--- src/core/acdp_regs.svh ---
`ifndef ACDP_REGS_SVH
`define ACDP_REGS_SVH
// ****************************************
// Timing and widths
// ****************************************
`define ACDP_CLK_NS       20
`define ACDP_WAKE_NS      2400
`define ACDP_WAKE_CYC     ((`ACDP_WAKE_NS + `ACDP_CLK_NS - 1) / `ACDP_CLK_NS)
`define ACDP_ADC_W        5
`define ACDP_BUF_DEPTH    2
`define ACDP_SHARED_RST   5'h00
`define ACDP_DAC_RST      7'h00
`endif

--- src/core/acdp_pkg.sv ---
`default_nettype none
package acdp_pkg;
	typedef enum logic [1:0] {ACDP_SHUTDOWN, ACDP_TRANSMIT, ACDP_RECEIVE}
		acdp_mode_e;
	// Transmit sample, two's complement, MSB first
	typedef struct packed
	{
		logic       msb;
		logic       below_msb;
		logic [4:0] lower;
	} acdp_tx_word_s;
endpackage
`default_nettype wire

--- src/core/acdp_ctrl.sv ---
`timescale 1ns/1ps
`default_nettype none
`include "acdp_regs.svh"
module acdp_ctrl
	import acdp_pkg::*;
#(
	parameter int WAKE_CYC  = `ACDP_WAKE_CYC,
	parameter int DEPTH     = `ACDP_BUF_DEPTH
)
(
	input  wire logic                  ref_clk,                 // System clock
	input  wire logic                  rstn,                    // Async reset
	input  wire logic                  clk_en,                  // Clock enable
	input  wire logic                  rx_select,               // Receive select
	input  wire logic                  tx_select,               // Transmit select
	input  wire logic                  conv_clk,                // Converter clock
	input  wire logic                  tx_sample_msb,           // Sample bit 6
	input  wire logic                  tx_sample_bit_below_msb, // Sample bit 5
	input  wire logic [4:0]            shared_data_in,          // Shared lines in
	output logic      [4:0]            shared_data_out,         // Shared lines out
	output logic      [4:0]            shared_data_oe,          // Shared drive en
	input  wire logic [`ACDP_ADC_W-1:0] adc_code_in,            // ADC core result
	output logic                       adc_sample_strobe,       // ADC sampled
	input  wire logic                  dac_ready,               // DAC core ready
	output acdp_tx_word_s              dac_code,                // DAC core code
	output logic                       dac_strobe,              // DAC updated
	output logic                       tx_buf_ready,            // Buffer has room
	output logic                       tx_overrun,              // Sample dropped
	output logic                       adc_enable,              // ADC powered
	output logic                       dac_enable,              // DAC powered
	output logic                       conv_ready               // Wake-up done
);
	localparam int CNT_W = $clog2(WAKE_CYC + 1);
	localparam int PTR_W = (DEPTH > 1) ? $clog2(DEPTH) : 1;
	localparam int OCC_W = $clog2(DEPTH + 1);

	// ****************************************
	// Decoding
	// ****************************************
	function automatic acdp_mode_e decode_mode(input logic rx, input logic tx);
		acdp_mode_e m;
		m = ACDP_SHUTDOWN;
		if (rx && !tx)
			m = ACDP_RECEIVE;
		else if (tx && !rx)
			m = ACDP_TRANSMIT;
		return m;
	endfunction

	function automatic logic [PTR_W-1:0] ptr_inc(input logic [PTR_W-1:0] p);
		logic [PTR_W-1:0] r;
		r = (p == PTR_W'(DEPTH - 1)) ? '0 : p + PTR_W'(1);
		return r;
	endfunction

	// ****************************************
	// Mode and wake-up
	// ****************************************
	acdp_mode_e       mode, next_mode;
	logic [CNT_W-1:0] wake_cnt, next_wake_cnt;
	logic             conv_q, next_conv_q;
	logic             next_adc_enable, next_dac_enable, next_conv_ready;
	logic             fall_edge, rise_edge, rx_active, tx_active;

	// Inputs are synchronous, so a one-flop history finds the edges
	assign fall_edge = conv_q && !conv_clk;
	assign rise_edge = !conv_q && conv_clk;
	assign rx_active = (mode == ACDP_RECEIVE) && conv_ready;
	assign tx_active = (mode == ACDP_TRANSMIT) && conv_ready;

	always_comb
	begin
		next_mode       = decode_mode(rx_select, tx_select);
		next_adc_enable = (next_mode == ACDP_RECEIVE);
		next_dac_enable = (next_mode == ACDP_TRANSMIT);
		next_conv_q     = conv_clk;
		next_wake_cnt   = wake_cnt;
		next_conv_ready = conv_ready;
		// wake-up count, restarted by every shutdown
		if (next_mode == ACDP_SHUTDOWN)
		begin
			next_wake_cnt   = '0;
			next_conv_ready = 1'b0;
		end
		else if (!conv_ready)
		begin
			next_wake_cnt   = wake_cnt + CNT_W'(1);
			next_conv_ready = (wake_cnt == CNT_W'(WAKE_CYC - 1));
		end
	end

	always_ff @(posedge ref_clk or negedge rstn)
	begin
		if (!rstn)
		begin
			mode       <= ACDP_SHUTDOWN;
			wake_cnt   <= '0;
			conv_q     <= 1'b0;
			adc_enable <= 1'b0;
			dac_enable <= 1'b0;
			conv_ready <= 1'b0;
		end
		else if (clk_en)
		begin
			mode       <= next_mode;
			wake_cnt   <= next_wake_cnt;
			conv_q     <= next_conv_q;
			adc_enable <= next_adc_enable;
			dac_enable <= next_dac_enable;
			conv_ready <= next_conv_ready;
		end
	end

	// ****************************************
	// Receive path
	// ****************************************
	logic [4:0] rx_sample, next_rx_sample;
	logic [4:0] next_shared_out, next_shared_oe;
	logic       next_adc_strobe;

	always_comb
	begin
		next_rx_sample  = rx_sample;
		next_shared_out = shared_data_out;
		next_adc_strobe = 1'b0;
		next_shared_oe  = {5{next_mode == ACDP_RECEIVE}};
		if (rx_active && fall_edge)
		begin
			next_rx_sample  = adc_code_in;
			next_adc_strobe = 1'b1;
		end
		// result onto lines at rising edge
		if (rx_active && rise_edge)
			next_shared_out = rx_sample;
		if (next_mode != ACDP_RECEIVE)
			next_shared_out = `ACDP_SHARED_RST;
	end

	always_ff @(posedge ref_clk or negedge rstn)
	begin
		if (!rstn)
		begin
			rx_sample         <= `ACDP_SHARED_RST;
			shared_data_out   <= `ACDP_SHARED_RST;
			shared_data_oe    <= 5'h00;
			adc_sample_strobe <= 1'b0;
		end
		else if (clk_en)
		begin
			rx_sample         <= next_rx_sample;
			shared_data_out   <= next_shared_out;
			shared_data_oe    <= next_shared_oe;
			adc_sample_strobe <= next_adc_strobe;
		end
	end

	// ****************************************
	// Transmit buffer
	// ****************************************
	acdp_tx_word_s    tx_mem [DEPTH];
	acdp_tx_word_s    next_mem [DEPTH];
	acdp_tx_word_s    tx_word, next_dac_code;
	logic [PTR_W-1:0] wr_ptr, rd_ptr, next_wr_ptr, next_rd_ptr;
	logic [OCC_W-1:0] occ, next_occ;
	logic             tx_push, tx_pop, next_dac_strobe, next_overrun;

	assign tx_word = '{msb: tx_sample_msb, below_msb: tx_sample_bit_below_msb,
		lower: shared_data_in};
	// capture on fall, update on rise
	assign tx_push = tx_active && fall_edge && (occ != OCC_W'(DEPTH));
	assign tx_pop  = tx_active && rise_edge && dac_ready && (occ != '0);

	always_comb
	begin
		next_mem        = tx_mem;
		next_wr_ptr     = wr_ptr;
		next_rd_ptr     = rd_ptr;
		next_occ        = occ;
		next_dac_code   = dac_code;
		next_dac_strobe = 1'b0;
		// Full buffer drops the word rather than overwrite a queued one
		next_overrun    = tx_active && fall_edge && (occ == OCC_W'(DEPTH));
		if (tx_push)
		begin
			next_mem[wr_ptr] = tx_word;
			next_wr_ptr      = ptr_inc(wr_ptr);
		end
		if (tx_pop)
		begin
			next_dac_code   = tx_mem[rd_ptr];
			next_dac_strobe = 1'b1;
			next_rd_ptr     = ptr_inc(rd_ptr);
		end
		next_occ = occ + OCC_W'(tx_push) - OCC_W'(tx_pop);
		// Stale samples must not leak into the next burst
		if (next_mode != ACDP_TRANSMIT)
		begin
			next_wr_ptr = '0;
			next_rd_ptr = '0;
			next_occ    = '0;
		end
	end

	genvar g;
	generate
		for (g = 0; g < DEPTH; g++)
		begin : g_mem
			always_ff @(posedge ref_clk or negedge rstn)
			begin
				if (!rstn)
					tx_mem[g] <= `ACDP_DAC_RST;
				else if (clk_en)
					tx_mem[g] <= next_mem[g];
			end
		end
	endgenerate

	always_ff @(posedge ref_clk or negedge rstn)
	begin
		if (!rstn)
		begin
			wr_ptr       <= '0;
			rd_ptr       <= '0;
			occ          <= '0;
			dac_code     <= `ACDP_DAC_RST;
			dac_strobe   <= 1'b0;
			tx_overrun   <= 1'b0;
			tx_buf_ready <= 1'b0;
		end
		else if (clk_en)
		begin
			wr_ptr       <= next_wr_ptr;
			rd_ptr       <= next_rd_ptr;
			occ          <= next_occ;
			dac_code     <= next_dac_code;
			dac_strobe   <= next_dac_strobe;
			tx_overrun   <= next_overrun;
			tx_buf_ready <= (next_occ != OCC_W'(DEPTH));
		end
	end
endmodule
`default_nettype wire

--- config.mk ---
export PLATFORM = sky130hd
export DESIGN_NAME = acdp_ctrl
export DESIGN_NICKNAME = d
export VERILOG_FILES = /design/src/core/acdp_pkg.sv /design/src/core/acdp_ctrl.sv
export VERILOG_INCLUDE_DIRS = /design/src /design/src/core
export SDC_FILE = /design/constraint.sdc
export NUM_CORES = 1
export LEC_CHECK = 0
export CAP_MARGIN = 25
export CORE_AREA = 5 5 83 77
export CTS_CLUSTER_DIAMETER = 200
export DETAILED_ROUTE_END_ITERATION = 12
export DIE_AREA = 0 0 88 82
export DONT_BUFFER_PORTS = 1
export GPL_TIMING_DRIVEN = 0
export PLACE_DENSITY = 0.67
export SETUP_SLACK_MARGIN = 0.15
export SLEW_MARGIN = 10
export SYNTH_ARGS = -nofsm -noshare
export SYNTH_HDL_FRONTEND = slang
export SYNTH_SLANG_ARGS = --single-unit
--- constraint.sdc ---
create_clock -name ref_clk -period 1.8 [get_ports ref_clk]
set_input_delay 0.54 -clock ref_clk [delete_from_list [all_inputs] [get_ports ref_clk]]
set_output_delay 0.54 -clock ref_clk [all_outputs]
set_load 0.02 [all_outputs]
==> impl_results.md, run 1 <==
* Share of cells above drive strength 1 at 38.1%
* DP HPWL at 3400 um
* Outcome: finished, violations left
* Layout Cells excl Fill at 293
* CP max-delay cell: dfrtp_1
* Fmax achieved at 496 MHz
* Post-synthesis sequential area ratio at 50.6%
* Vias in the first global route at 1682
* Core Rows at 26
* Setup TNS at -423 ps
* Final Skew at 10.7 ps
* Diodes inserted at 0
* Fin crit period at 2010 ps
* Crit-path most repeated cell: ha_4
* CTS sink cnt at 50
* Syn Inst Count at 207
* Final hold slack at -79.7 ps
* Post-synthesis average cell area at 11.9 um2
* Worst Tran Pin Value at 514 ps
* Placed cell areas at 0.00263 mm2
* Area contributors post-synth: dfrtp_1 (51%), mux2_2 (14%), mux2_4 (3.0%)
* Library cells used by synthesis at 44
* Pins over their slew limit at 0
* FFs w/ async S/R, synth at 100%
* Fill count at 470
* RSZ-0062 raised after global routing: true
* Hold Crit Class: input port to async pin
* R2R Setup Slk at -210 ps
* Post-synth EDFFs at 0
* CTS Buf Count at 5
* Synthesis-to-finish area growth at 17.1%
* Hold Fails Final Rpt at 50
* Cell taking the most area after synthesis: dfrtp_1
* Slew headroom at 65.7%
* Drt via density at 5.44
* CTS HTree Levels at 2
* Initial antenna violation count at 0
* Io pins at 43
* CTS tree: built
* Final setup margin at -215 ps
* Storage element area at 0.00125 mm2
* Largest stage delay, worst path at 450 ps
* Worst Path Buf+Inv at 1
* Yosys top cell area share at 50.6%
* Leakage at 1.31 nW
* Most numerous cell in the Yosys netlist: dfrtp_1
* Most instantiated cells after synthesis: dfrtp_1 (50), mux2_2 (30), nand2_1 (18), inv_1 (15)
* Pre-CTS setup slack at -243 ps
* Core Area at 0.00550 mm2
* Die Y at 82 um
* Largest delay share family, worst path: simple AND/OR/NAND/NOR gates
* Skew-Pair Late Insertion Delay at 300 ps
* Syn_nets at 231
* Failing checks: hold timing, setup timing
* Port buffer count at 0
* Arr. time, crit path at 2250 ps
* # DRC at 0
* Initial core utilization at 45.0%
* Initial drt markers at 89
* Vias at 1594
* Final wirelength at 5040 um
* Fin crit share at 112%
* Critical path required time at 2030 ps
* Ys Warns at 0
* Critical-path cell list: or2_2 > and3_4 > ha_4 > inv_2 > ha_4 > xnor2_4 > or3_1 > o21ai_1
* ANT nets after route at 0
* First drt pass iteration count at 4
* Multi-input logic area at 0.00121 mm2
* Root Driver: clkbuf_8
* VDD IR max at 0.000332 V
* GRT Residual Overflow at 0
* Detailed-route wire length per cell at 17.2 um
* Largest net degree at the start of global routing at 51
* Final Util at 52.7%
* Synthesized area at 0.00247 mm2
* CP max FO at 4
* Die W at 88 um
* First-pass GRT wire length at 8360 um
* Setup crit end kind: flop
* Pwr Density at 728 mW/mm2
* Final setup viols at 3
* Post-synthesis register bit count at 50
* Top FF cell, synth: dfrtp_1
* All-Layer GR Usage at 15.5%
* CP startpoint kind: flop
* Die area at 0.00722 mm2
* Total Power at 2.11 mW
* Layout Nets at 246
* Post-route cell area at 0.00290 mm2
* GP Congestion at 0.784
* DP Cell Count at 277
* CTS clock-pin slew for the worst setup and hold paths at 100 ps
* Max-cap violations at 0
* Max clock buf depth at 2
* Crit path kind: flop to flop
[timing repair]
action	4_1_cts	5_1_grt
gates resized for setup	10	13
endpoints found under the setup margin	22	24
hold endpoints to repair	50	50
buffers inserted	5	3
pin swaps	5	5
[cells in the final DEF (no fill, tap or decap), types with 2 or more instances in the layout]
cell type / Yosys / final
a21oi_1: 4 / 3
a31oi_1: 2 / 2
and2_1: 3 / 2
and4b_1: 2 / 2
buf_2: 2 / 2
buf_4: 5 / 11
buf_6: 4 / 5
clkbuf_1: 1 / 2
clkbuf_8: 0 / 5
dfrtp_1: 50 / 47
dfrtp_2: 0 / 3
ha_1: 5 / 2
ha_4: 0 / 3
inv_1: 15 / 13
mux2_2: 30 / 23
mux2_4: 5 / 12
mux2i_1: 3 / 3
nand2_1: 18 / 17
nand2b_1: 5 / 5
nand3b_1: 2 / 2
nand4_1: 5 / 5
nand4_4: 0 / 2
nor2_1: 3 / 3
nor2b_1: 4 / 4
o21ai_0: 3 / 2
o221ai_1: 5 / 5
o2bb2ai_1: 4 / 3
o31ai_1: 2 / 2
[worst register-to-register path, cell delays in order, from the launching register on]
cell and delay (ps):
dfrtp_1 450, or2_2 340, and3_4 210, ha_4 250, inv_2 30, ha_4 160, xnor2_4 130, or3_1 300
o21ai_1 80
[registers in the layout, indices dropped and copies added, names as in the netlist]
name               cells
conv_q                 1
dac_strobe             1
tx_mem                14
rx_sample              5
wake_cnt               7
dac_code               7
conv_ready             1
dac_enable             1
adc_sample_strobe      1
rd_ptr                 1
mode                   1
tx_overrun             1
occ                    2
wr_ptr                 1
shared_data_out        5
tx_buf_ready           1
[report_power, final]
part / switching, mW / internal [mW] / leakage, nW
Clock: 0.363 / 0.415 / 0.0514
Sequential: 0.0345 / 1.15 / 0.682
Combinational: 0.0859 / 0.0622 / 0.574
[final timing paths]
| check | start | to | depth (start not counted) |
|---|---|---|---|
| setup / recovery | occ[0] | occ[1] | 8 |
| hold / removal | rstn | shared_data_out[1] | 0 |
| setup reg to reg | occ[0] | occ[1] | 8 |
| hold reg to reg | tx_mem[1] | tx_mem[1] | 1 |
| max in group asynchronous | rstn | tx_mem[8] | 0 |
| min in group ref_clk | adc_code_in[1] | rx_sample[1] | 1 |
[per-layer routing]
metal,global-route usage [%],wire [um]
met2,25.2,2480
met5,0,0
met4,6.13,65
met1,18.9,2150
met3,5.22,331
[cell families after synthesis]
kind of cell	after synthesis	share of synthesized area [%]
and+or+nand+nor	56	13.7
xor gates and xnor gates	2	0.709
muxes	38	17.9
DFF	50	50.6
buffers and inverters	29	6.48
AOI/OAI and AO/OA	27	8.05
adders and majority gates	5	2.53
[final cells by class]
class	instances	area share, %
plain buffers	14	3.85
clock buffers	6	2.51
clock inverters	2	1.30
inverters	15	2.03
multi-input cells	128	41.7
flip-flops and latches	50	43.3
well taps	70	3.03
repair buffers	8	2.25
Power figures use the tool's default switching activity.
==> run 2, diff against run 1 <==
CORE_AREA = 2 2 80 74   (was 5 5 83 77)
DIE_AREA = 0 0 82 76   (was 0 0 88 82)
==> run 2 against run 1 <==
  * Sequential power barely moved
  * Non-clock buffer count rose by 4
  * Combinational power rose by 5%
  * Sequential share of layout area fell by 1.3 points
  * Largest power group unchanged
  * Cell area rose by 3.1%
  * The run still ends with hold timing, setup timing left
  * Global-route usage rose by 1.3 points
  * Via count rose by 2.4%
  * Highest routed layer unchanged
  * Wire length fell by 2.4%
==> impl_results.md, run 2 (synthesized netlist as in run 1, its figures left out) <==
* Outcome: finished, violations left
* Failing checks: hold timing, setup timing
* Final Util at 54.6% (+2.0 points)
* Pwr Density at 717 mW/mm2 (-1.5%)
* Max clock buf depth at 2 (unchanged)
* First-pass GRT wire length at 8050 um (-3.7%)
* Largest stage delay, worst path at 480 ps (+30 ps)
* Final setup margin at -239 ps (-24.2 ps)
* Slew headroom at 62.6% (-3.1 points)
* Core Area at 0.00547 mm2 (-0.59%)
* Number of flip-flops in the largest register at 14 (unchanged)
* Pins over their slew limit at 0 (unchanged)
* Fin crit share at 113% (+1.3 points)
* Hold Fails Final Rpt at 50 (unchanged)
* Skew-Pair Late Insertion Delay at 310 ps (about the same)
* Crit path kind: flop to flop
* Most frequent cells in the layout: dfrtp_1 (47), mux2_4 (19), nand2_1 (18)
* First drt pass iteration count at 4 (unchanged)
* CP startpoint kind: flop
* Largest net degree at the start of global routing at 51 (unchanged)
* Detailed-route wire length per cell at 16.6 um (-3.7%)
* Port buffer count at 0 (unchanged)
* Total Power at 2.14 mW (+1.5%)
* Setup crit end kind: flop
* # DRC at 0 (unchanged)
* Vias in the first global route at 1617 (-3.9%)
* VDD IR max at 0.000445 V (+34%)
* ANT nets after route at 0 (unchanged)
* DP Cell Count at 277 (unchanged)
* Core Rows at 26 (unchanged)
* Critical-path cell list: buf_6 > and4b_1 > and3_4 > ha_4 > inv_2 > ha_4 > xnor2_4 > xnor2_1 > a41oi_1
* CTS clock-pin slew for the worst setup and hold paths at 100 ps (about the same)
* Root Driver: clkbuf_8
* Worst Tran Pin Value at 561 ps (+46.6 ps)
* Io pins at 43 (unchanged)
* CTS HTree Levels at 2 (unchanged)
* Layout Nets at 250 (+1.6%)
* FF-to-FF End: tx_buf_ready
* DP HPWL at 3230 um (-5.1%)
* Max-cap violations at 0 (unchanged)
* CTS sink cnt at 50 (unchanged)
* Leakage at 1.37 nW (+4.4%)
* Final setup viols at 20 (+17)
* Initial core utilization at 45.2% (+0.27 points)
* Vias at 1632 (+2.4%)
* Final Skew at 7.83 ps (-2.85 ps)
* Die W at 82 um (-6.8%)
* Synthesis-to-finish area growth at 20.7%
* Layout Cells excl Fill at 297 (+1.4%)
* Largest Register: tx_mem
* R2r startpoint: conv_ready
* GRT Residual Overflow at 0 (unchanged)
* Placed cell areas at 0.00263 mm2 (unchanged)
* Fin crit period at 2040 ps (+24.2 ps)
* Setup TNS at -1860 ps (-1440 ps)
* CTS Buf Count at 5 (unchanged)
* RSZ-0062 raised after global routing: true
* Pre-CTS setup slack at -254 ps (-11.4 ps)
* Hold Crit Class: input port to async pin
* Arr. time, crit path at 2190 ps (-60 ps)
* GP Congestion at 0.806 (+2.8%)
* Die Y at 76 um (-7.3%)
* Initial drt markers at 113 (+27%)
* Drt via density at 5.49 (+1.0%)
* Fmax achieved at 490 MHz (-1.2%)
* Die area at 0.00623 mm2 (-14%)
* R2R Setup Slk at -240 ps (-20 ps)
* CP max-delay cell: dfrtp_2
* Diodes inserted at 0 (unchanged)
* Most common cell after layout, fill and taps aside: dfrtp_1
* Crit path from: conv_ready
* CP max FO at 3 (-1)
* All-Layer GR Usage at 16.8% (+1.3 points)
* CTS tree: built
* Final hold slack at -82.2 ps (-2.44 ps)
* Post-route cell area at 0.00299 mm2 (+3.1%)
* Cells on worst reg2reg path at 9 (+1)
* Biggest regs: tx_mem x14, dac_code x7, wake_cnt x7
* Crit-path most repeated cell: ha_4
* Initial antenna violation count at 0 (unchanged)
* Final wirelength at 4920 um (-2.4%)
* Share of cells above drive strength 1 at 37.9% (-0.23 points)
* Critical path required time at 1950 ps (-80 ps)
-- run 2: cell count changes in the layout (fill, tap and decap cells not counted), moves of 2 or more --
cell	change
mux2_4	+7
mux2_2	-7
buf_4	-2
buf_6	+7
-- run 2: power by group --
| group | total, mW | switching [mW] | internal, mW |
|---|---|---|---|
| Sequential | 1.18 | 0.0355 | 1.15 |
| Combinational | 0.156 | 0.0872 | 0.0683 |
| Clock | 0.802 | 0.385 | 0.417 |
-- run 2: layout make-up --
type                       instances  area (um2)
sequential                        50        1250
multi-input combinational        128        1230
fill                             472        2480
buffer                            14         126
clock inverter                     3        43.8
inverter                          15        58.8
clock buffer                       5        68.8
tap                               70        87.6
timing repair buffer              12         113
-- run 2: routing by layer --
layer,part of all wire (%),GRT usage (%),wire length [um]
met5,0,0,0
met2,45,25.3,2230
met1,46,23.0,2280
met3,7.0,5.45,343
met4,1.4,5.50,67
-- run 2: timing repair --
action                                  4_1_cts  5_1_grt
resized for setup                            22       14
endpoints found under the setup margin       18       34
setup buffers                                 8        4
endpoints found under the hold margin        50       50
pin swaps                                     6        4
-- run 2: critical path, delay by kind of cell (launching register included) --
kind	cells	cell delay, ps
compound gates	1	130
xor+xnor	2	280
fa+ha+maj	2	420
buf+inv	2	180
flops	1	480
simple gates	2	400
-- run 2: how the worst max path moves through the flow --
stage	to	slack, ps	cells after the start
finish	tx_buf_ready	-240	9
global route	tx_buf_ready	-300	9
detailed placement	tx_buf_ready	-250	9
floorplan	occ[1]	-170	9
global placement	tx_buf_ready	-230	9
CTS	tx_buf_ready	-210	9
